**config.mk**
```make
export PLATFORM = sky130hd
export DESIGN_NAME = ccc_chopper
export DESIGN_NICKNAME = d
export VERILOG_FILES = /design/src/rtl/ccc_pkg.sv /design/src/rtl/ccc_coil.sv /design/src/rtl/ccc_chopper.sv
export SDC_FILE = /design/constraint.sdc
export NUM_CORES = 1
export LEC_CHECK = 0
export ABC_AREA = 1
export BUFFER_PORTS_ARGS = -buffer_cell sky130_fd_sc_hd__buf_4
export CAP_MARGIN = 20
export CORE_MARGIN = 1
export CORE_UTILIZATION = 63
export CTS_CLUSTER_SIZE = 28
export DETAILED_ROUTE_END_ITERATION = 6
export PLACE_DENSITY = 0.8
export SLEW_MARGIN = 20
export SYNTH_ARGS = -nofsm -noshare
export SYNTH_HDL_FRONTEND = slang
export SYNTH_SLANG_ARGS = --single-unit
```
**constraint.sdc**
```tcl
create_clock -name i_clk_sys -period 1.9 [get_ports i_clk_sys]
set_input_delay 0.285 -clock i_clk_sys [delete_from_list [all_inputs] [get_ports i_clk_sys]]
set_output_delay 0.285 -clock i_clk_sys [all_outputs]
set_load 0.02 [all_outputs]
```
**src/rtl/ccc_pkg.sv**
```systemverilog
package ccc_pkg;
	// Phase encoding of one coil chopper.
	typedef enum logic [2:0] {
		CCC_IDLE  = 3'b000,
		CCC_ON    = 3'b001,
		CCC_SLOW1 = 3'b010,
		CCC_FAST  = 3'b011,
		CCC_SLOW2 = 3'b100
	} ccc_phase_t;

	localparam int CCC_TW = 12;
	// Off time in device clock cycles per select code.
	localparam logic [CCC_TW-1:0] CCC_TOFF_LOW  = 12'h08c;
	localparam logic [CCC_TW-1:0] CCC_TOFF_HIGH = 12'h118;
	// Blanking interval in device clock cycles.
	localparam logic [CCC_TW-1:0] CCC_TBLANK    = 12'h018;
	// Fast decay timer base and per-hysteresis-step increment.
	localparam logic [CCC_TW-1:0] CCC_TFAST_BASE = 12'h020;
	localparam logic [CCC_TW-1:0] CCC_TFAST_STEP = 12'h010;
	localparam logic [CCC_TW-1:0] CCC_TIMER_ZERO = 12'h000;
	localparam logic [CCC_TW-1:0] CCC_TIMER_ONE  = 12'h001;
	// Minimum on/fast length above blanking.
	localparam logic [CCC_TW-1:0] CCC_TMIN_MARGIN = 12'h001;
	localparam int CCC_HW = 2;
endpackage

```
**src/rtl/ccc_coil.sv**
```systemverilog
`timescale 1ns/1ps
module ccc_coil (
	input  wire logic                       i_clk_sys,
	input  wire logic                       i_rst_n,
	input  wire logic                       i_ce,
	input  wire logic                       i_enable,
	input  wire logic                       i_cmp_reached,
	input  wire logic [ccc_pkg::CCC_TW-1:0] i_toff,
	input  wire logic [ccc_pkg::CCC_TW-1:0] i_tfast,
	output logic                            o_drive_on,
	output logic                            o_drive_fast,
	output logic                            o_blank,
	output ccc_pkg::ccc_phase_t             o_phase
);
	ccc_pkg::ccc_phase_t          phase, next_phase;
	logic [ccc_pkg::CCC_TW-1:0]   tmr, next_tmr;
	logic [ccc_pkg::CCC_TW-1:0]   blk, next_blk;
	logic                         cmp_ok;
	logic                         min_done;

	// Comparator counts only once blanking has run out.
	assign cmp_ok   = i_cmp_reached && (blk == ccc_pkg::CCC_TIMER_ZERO); // RL6
	// On and fast phases cannot end before blanking plus a margin elapsed.
	assign min_done = (blk == ccc_pkg::CCC_TIMER_ZERO); // RL7

	always_comb begin
		next_phase = phase;
		next_tmr   = tmr;
		next_blk   = (blk != ccc_pkg::CCC_TIMER_ZERO) ?
			blk - ccc_pkg::CCC_TIMER_ONE : blk; // RL11
		if (tmr != ccc_pkg::CCC_TIMER_ZERO)
			next_tmr = tmr - ccc_pkg::CCC_TIMER_ONE; // RL11
		if (!i_enable) begin
			next_phase = ccc_pkg::CCC_IDLE;
			next_tmr   = ccc_pkg::CCC_TIMER_ZERO;
			next_blk   = ccc_pkg::CCC_TIMER_ZERO;
		end else begin
			case (phase)
			ccc_pkg::CCC_IDLE: begin
				next_phase = ccc_pkg::CCC_ON;
				next_blk   = ccc_pkg::CCC_TBLANK + ccc_pkg::CCC_TMIN_MARGIN;
			end
			ccc_pkg::CCC_ON: begin
				if (min_done && cmp_ok) begin // RL4
					next_phase = ccc_pkg::CCC_SLOW1; // RL1
					next_tmr   = i_toff; // RL8
				end
			end
			ccc_pkg::CCC_SLOW1: begin
				if (tmr == ccc_pkg::CCC_TIMER_ONE) begin // RL3
					next_phase = ccc_pkg::CCC_FAST; // RL1
					next_tmr   = i_tfast; // RL9
					next_blk   = ccc_pkg::CCC_TBLANK +
						ccc_pkg::CCC_TMIN_MARGIN; // RL6
				end
			end
			ccc_pkg::CCC_FAST: begin
				if (min_done && (cmp_ok ||
					tmr <= ccc_pkg::CCC_TIMER_ONE)) begin // RL5
					next_phase = ccc_pkg::CCC_SLOW2; // RL1
					next_tmr   = i_toff; // RL8
				end
			end
			ccc_pkg::CCC_SLOW2: begin
				if (tmr == ccc_pkg::CCC_TIMER_ONE) begin // RL3
					next_phase = ccc_pkg::CCC_ON; // RL1
					next_blk   = ccc_pkg::CCC_TBLANK +
						ccc_pkg::CCC_TMIN_MARGIN; // RL6
				end
			end
			default: begin
				next_phase = ccc_pkg::CCC_IDLE;
			end
			endcase
		end
	end

	always_ff @(posedge i_clk_sys or negedge i_rst_n) begin
		if (!i_rst_n) begin
			phase        <= ccc_pkg::CCC_IDLE;
			tmr          <= ccc_pkg::CCC_TIMER_ZERO;
			blk          <= ccc_pkg::CCC_TIMER_ZERO;
			o_drive_on   <= 1'b0;
			o_drive_fast <= 1'b0;
			o_blank      <= 1'b0;
			o_phase      <= ccc_pkg::CCC_IDLE;
		end else if (i_ce) begin
			phase        <= next_phase;
			tmr          <= next_tmr;
			blk          <= next_blk;
			o_drive_on   <= (next_phase == ccc_pkg::CCC_ON);
			o_drive_fast <= (next_phase == ccc_pkg::CCC_FAST);
			o_blank      <= (next_blk != ccc_pkg::CCC_TIMER_ZERO);
			o_phase      <= next_phase;
		end
	end
endmodule // ccc_coil

```
**src/rtl/ccc_chopper.sv**
```systemverilog
`timescale 1ns/1ps
// Functional notes
// [RL1] Phases run on, slow decay, fast decay, slow decay, then on again.
// [RL2] Two coil choppers run independently with own state and comparator.
// [RL3] Slow decay phases end only on timer expiry.
// [RL4] On phase ends when the comparator reports target current reached.
// [RL5] Fast decay ends on comparator or fast timer, whichever first.
// [RL6] Comparator is masked for a blanking interval after each switch.
// [RL7] On and fast decay phases last longer than the blanking interval.
// [RL8] Slow decay length comes from off-time setting, twice per cycle.
// [RL9] Fast decay length is derived from hysteresis setting automatically.
// [RL10] Hysteresis select grounded gives the lowest hysteresis setting.
// [RL11] Timers count device clocks, loaded at phase entry, expire at end.
module ccc_chopper (
	input  wire logic        i_clk_sys,
	input  wire logic        i_rst_n,
	input  wire logic        i_ce,
	input  wire logic        i_enable,
	input  wire logic        i_cmp_a,
	input  wire logic        i_cmp_b,
	input  wire logic        i_off_time_select_pin,
	input  wire logic [1:0]  i_hysteresis_select_pin,
	output logic             o_a_drive_on,
	output logic             o_a_drive_fast,
	output logic             o_a_blank,
	output logic             o_b_drive_on,
	output logic             o_b_drive_fast,
	output logic             o_b_blank
);
	// Pins are asynchronous: two stages before use.
	logic [3:0]                 sync1, sync2, next_sync1, next_sync2;
	logic [1:0]                 cmp_s1, cmp_s2, next_cmp_s1, next_cmp_s2;
	logic [ccc_pkg::CCC_TW-1:0] toff, next_toff;
	logic [ccc_pkg::CCC_TW-1:0] tfast, next_tfast;

	function automatic logic [ccc_pkg::CCC_TW-1:0] fast_len(
		input logic [ccc_pkg::CCC_HW-1:0] h);
		// Code zero is the lowest ripple, hence the shortest fast decay.
		fast_len = ccc_pkg::CCC_TFAST_BASE +
			ccc_pkg::CCC_TFAST_STEP * {10'h000, h}; // RL10
	endfunction

	always_comb begin
		next_sync1  = {i_enable, i_off_time_select_pin,
			i_hysteresis_select_pin};
		next_sync2  = sync1;
		next_cmp_s1 = {i_cmp_b, i_cmp_a};
		next_cmp_s2 = cmp_s1;
		next_toff   = sync2[2] ? ccc_pkg::CCC_TOFF_HIGH :
			ccc_pkg::CCC_TOFF_LOW; // RL8
		next_tfast  = fast_len(sync2[1:0]); // RL9
	end

	always_ff @(posedge i_clk_sys or negedge i_rst_n) begin
		if (!i_rst_n) begin
			sync1  <= 4'h0;
			sync2  <= 4'h0;
			cmp_s1 <= 2'h0;
			cmp_s2 <= 2'h0;
			toff   <= ccc_pkg::CCC_TOFF_LOW;
			tfast  <= ccc_pkg::CCC_TFAST_BASE;
		end else if (i_ce) begin
			sync1  <= next_sync1;
			sync2  <= next_sync2;
			cmp_s1 <= next_cmp_s1;
			cmp_s2 <= next_cmp_s2;
			toff   <= next_toff;
			tfast  <= next_tfast;
		end
	end

	// One independent instance per coil.
	ccc_coil u_coil_a ( // RL2
		.i_clk_sys     (i_clk_sys),
		.i_rst_n       (i_rst_n),
		.i_ce          (i_ce),
		.i_enable      (sync2[3]),
		.i_cmp_reached (cmp_s2[0]),
		.i_toff        (toff),
		.i_tfast       (tfast),
		.o_drive_on    (o_a_drive_on),
		.o_drive_fast  (o_a_drive_fast),
		.o_blank       (o_a_blank),
		.o_phase       ()
	);

	ccc_coil u_coil_b ( // RL2
		.i_clk_sys     (i_clk_sys),
		.i_rst_n       (i_rst_n),
		.i_ce          (i_ce),
		.i_enable      (sync2[3]),
		.i_cmp_reached (cmp_s2[1]),
		.i_toff        (toff),
		.i_tfast       (tfast),
		.o_drive_on    (o_b_drive_on),
		.o_drive_fast  (o_b_drive_fast),
		.o_blank       (o_b_blank),
		.o_phase       ()
	);
endmodule // ccc_chopper

```
==> results_dict.tcl <==
set metrics [dict create \
    status "completed" \
    wl_met3_um 673 \
    timing.final.hold_violations 0 \
    cts_made_buffers 9 \
    reg2reg_from "u_coil_b.blk[0]$_DFFE_PN0P_" \
    timing.final.max_slew_violations 0 \
    wl_um 12500 \
    worstMarginPinSlew_ns 0.538 \
    detailed_router_iteration_count_before_antenna_repair 5 \
    critPathLaunchType "flip-flop" \
    slew_hr 0.641 \
    p_per_area_nw_per_um2 1470 \
    worst_ir_drop_vdd_uv 1180 \
    floorplan.die_area_um2 8480 \
    via_per_inst 5.60 \
    place_worst_setup_slack_ns 0.0110 \
    nNetsFinal 786 \
    floorplan.die.height_um 92.1 \
    first_iter_violations 377 \
    cts_tree "built" \
    r2r_cells 14 \
    boundaryPins 15 \
    critical_path.max_stage_delay_ns 0.40 \
    grt_max_degree 39 \
    post-route-util 0.744 \
    antenna_cells 0 \
    h-tree-depth 3 \
    place_congestion 0.914 \
    fin_skew_ns 0.00975 \
    m1WireLength_um 5630 \
    die-width_um 92.1 \
    setup.worst_path.class "flip-flop to flip-flop" \
    place_hpwl_um 8980 \
    clock_latency_ns 0.35 \
    final_antenna_net_count 0 \
    layout-area-overhead-vs-synth_pct 13.7 \
    setup_viol 0 \
    crit_fanout 8 \
    sequential_cell_area_um2 1930 \
    ctsLongestPathBuffers 2 \
    layout_setup_ws_ns 0.0368 \
    met2RoutedLength_um 6020 \
    timing.critical_path.mode_cell "sky130_fd_sc_hd__inv_2" \
    number_of_input_and_output_port_buffers_inserted 14 \
    ctsRootBufferMaster "sky130_fd_sc_hd__clkbuf_8" \
    post_synth_main_area_contributors "sky130_fd_sc_hd__dfrtp_1 (37%), sky130_fd_sc_hd__nand2_1 (17%), sky130_fd_sc_hd__inv_1 (5.6%)" \
    hold_depth 3 \
    static-leakage-power_uw 0.00295 \
    filler_cell_count 604 \
    post-route-period-util 0.981 \
    hold_path.startpoint "i_off_time_select_pin" \
    crit-reg2reg-capture "u_coil_b.tmr[1]$_DFFE_PN0P_" \
    portion_of_the_post_synthesis_area_used_by_sequential_elements 0.377 \
    ys_types 41 \
    cpMaxStageDelayCell "sky130_fd_sc_hd__dfrtp_1" \
    first_global_vias 4634 \
    post_synth_inst_count 732 \
    ff2ff_setup_slack_ns 0.04 \
    total_power_uw 8550 \
    yosys.area.top_type_share 0.367 \
    synth_warnings 0 \
    topRoutingLayerUsed "met4" \
    synth_area_um2 5110 \
    timing.fmax_mhz 537 \
    initial_core_utilization 0.655 \
    worstPathCellList "inv_2, ha_4, inv_2, nor2_1, nand3_1, nor2_4, nand2_2, nand2_2, inv_2, nor2_8, nand2_4, nand2_4, buf_4, o22ai_1" \
    proportion_of_layout_cells_with_a_drive_suffix_above_1 0.181 \
    worst_setup_hold_path_clk_slew_ns 0.08 \
    row_count 32 \
    synth.avg_cell_area_um2 6.98 \
    cts_sinks 77 \
    worstHoldPathType "input pin to flip-flop" \
    multiInputGateArea_um2 2920 \
    hold-path-endpoint "next_sync2[2]$_DFFE_PN0P_" \
    min_period_ns 1.86 \
    mapped_nets 751 \
    core_area_um2 7810 \
    synth-async-reset-ratio 1.00 \
    worst_ep_required_time_ns 2.13 \
    track_usage 0.310 \
    number_of_maximum_capacitance_violations 0 \
    grt_pass1_wl_um 20800 \
    wl_per_cell_um 14.3 \
    route.vias.total 4898 \
    unrepaired_setup_endpoints_after_global_routing "true" \
    synth_largest_area_cell "sky130_fd_sc_hd__dfrtp_1" \
    ys_dominant_reg_cell "sky130_fd_sc_hd__dfrtp_1" \
    number_of_antenna_violations_at_the_first_check_in_global_routing 0 \
    postSynthRegisterBits 77 \
    drt_drc_violations_left 0 \
    arrival_ns 2.10 \
    overflow 0 \
    synth-edff-count 0 \
    worst_setup_path_end_kind "flip-flop" \
]
==> area by class of cell <==
cell class / instances / area share
inverters: 84 / 0.0551
flip-flops and latches: 77 / 0.332
well taps: 102 / 0.0220
multi-input cells: 553 / 0.502
repair buffers: 42 / 0.0612
clock buffers: 11 / 0.0226
clock inverters: 5 / 0.00495
==> synth_stat cells, drive strengths merged, types with 4 or more instances <==
cell	instances
clkbuf	14
buf	4
ha	10
o21ai	56
o31ai	6
nand3	58
dfrtp	75
nand2	249
nor3	6
a21oi	18
o211ai	7
o22ai	8
inv	83
xnor2	4
nand4	16
nor2	85
xor2	19
==> sequential cells by signal (all words and copies together), names as in the netlist <==
| register | count |
|---|---|
| u_coil_b.blk | 12 |
| u_coil_b.o_drive_on | 1 |
| u_coil_a.o_drive_on | 1 |
| u_coil_a.blk | 12 |
| cmp_s2 | 2 |
| u_coil_b.phase | 3 |
| u_coil_a.tmr | 12 |
| u_coil_a.phase | 3 |
| u_coil_a.o_blank | 1 |
| u_coil_b.tmr | 12 |
| u_coil_a.o_drive_fast | 1 |
| u_coil_b.o_drive_fast | 1 |
| tfast | 3 |
| sync2 | 4 |
| next_sync2 | 4 |
| toff | 2 |
| cmp_s1 | 2 |
| u_coil_b.o_blank | 1 |
==> critical path, delay by kind of cell, from the launching register on <==
family	cells	cell delay, ns
flops	1	0.40
fa+ha+maj	1	0.16
buf+inv	4	0.31
compound gates	1	0.05
simple gates	8	0.82
==> cell families (layout without fill, tap and decap cells) <==
family,count (synthesis),in the layout,share of synthesized area
adder cells (fa/ha/maj),10,10,0.0245
AO/OA/AOI/OAI,101,101,0.114
flip-flops,77,77,0.377
XOR/XNOR,23,23,0.0394
AND/OR/NAND/NOR,419,419,0.367
buffers and inverters,102,142,0.0771
==> worst max-delay path by stage <==
| stage | start | end | slack (ns) | cells after the start |
|---|---|---|---|---|
| 2_1_floorplan | u_coil_b.blk[0]$_DFFE_PN0P_ | u_coil_b.tmr[10]$_DFFE_PN0P_ | 0.14 | 15 |
| 3_3_place_gp | u_coil_b.tmr[1]$_DFFE_PN0P_ | u_coil_b.tmr[8]$_DFFE_PN0P_ | 0.03 | 11 |
| 3_5_place_dp | u_coil_b.blk[0]$_DFFE_PN0P_ | u_coil_b.tmr[2]$_DFFE_PN0P_ | 0.01 | 15 |
| 4_1_cts | u_coil_b.blk[1]$_DFFE_PN0P_ | u_coil_b.tmr[2]$_DFFE_PN0P_ | 0.009 | 15 |
| 5_1_grt | u_coil_b.blk[1]$_DFFE_PN0P_ | u_coil_b.tmr[10]$_DFFE_PN0P_ | -0.08 | 15 |
| 6_report | u_coil_b.blk[0]$_DFFE_PN0P_ | u_coil_b.tmr[1]$_DFFE_PN0P_ | 0.04 | 14 |
==> through the flow <==
step | cell area [um2] | hold WS, ns | instances | setup TNS (ns)
after floorplan | 5110 | -0.0106 | 732 | 0
after global routing | 5810 | 0.133 | 874 | -0.427
after CTS | 5640 | 0.126 | 867 | 0
after detailed placement | 5460 | 0.295 | 850 | 0
final | 5810 | 0.134 | 874 | 0
after global placement | 5460 | 0.296 | 850 | 0
==> what timing repair did <==
action,CTS,global route
pin swaps,1,6
endpoints found under the hold margin,34,0
buffers inserted,0,7
setup endpoints to repair,5,33
hold buffers,1,0
resized for setup,5,39
==> where the power goes <==
group	internal [uW]	total (uW)	switching (uW)	leakage [uW]
sequential	1980	2330	349	0.00102
combinational	1910	5140	3240	0.00185
clock	469	1080	610	0.0000868
==> layer usage <==
layer / GRT usage / vias to the layer above
met3: 0.0564 / 20
met2: 0.519 / 157
met4: 0.0938 / 0
met1: 0.409 / 2288
met5: 0 / -
li1: - / 2433
==> placed cells by master (no fill, tap or decap), drive strengths merged, types with 6 or more instances in the layout <==
| cell type | synthesis | layout |
|---|---|---|
| a21oi | 18 | 18 |
| buf | 4 | 41 |
| clkbuf | 14 | 11 |
| clkinv | 1 | 6 |
| dfrtp | 75 | 75 |
| ha | 10 | 10 |
| inv | 83 | 83 |
| nand2 | 249 | 249 |
| nand3 | 58 | 58 |
| nand4 | 16 | 16 |
| nor2 | 85 | 85 |
| nor3 | 6 | 6 |
| o211ai | 7 | 7 |
| o21ai | 56 | 56 |
| o22ai | 8 | 8 |
| o31ai | 6 | 6 |
| xor2 | 19 | 19 |
Power figures use the tool's default switching activity.
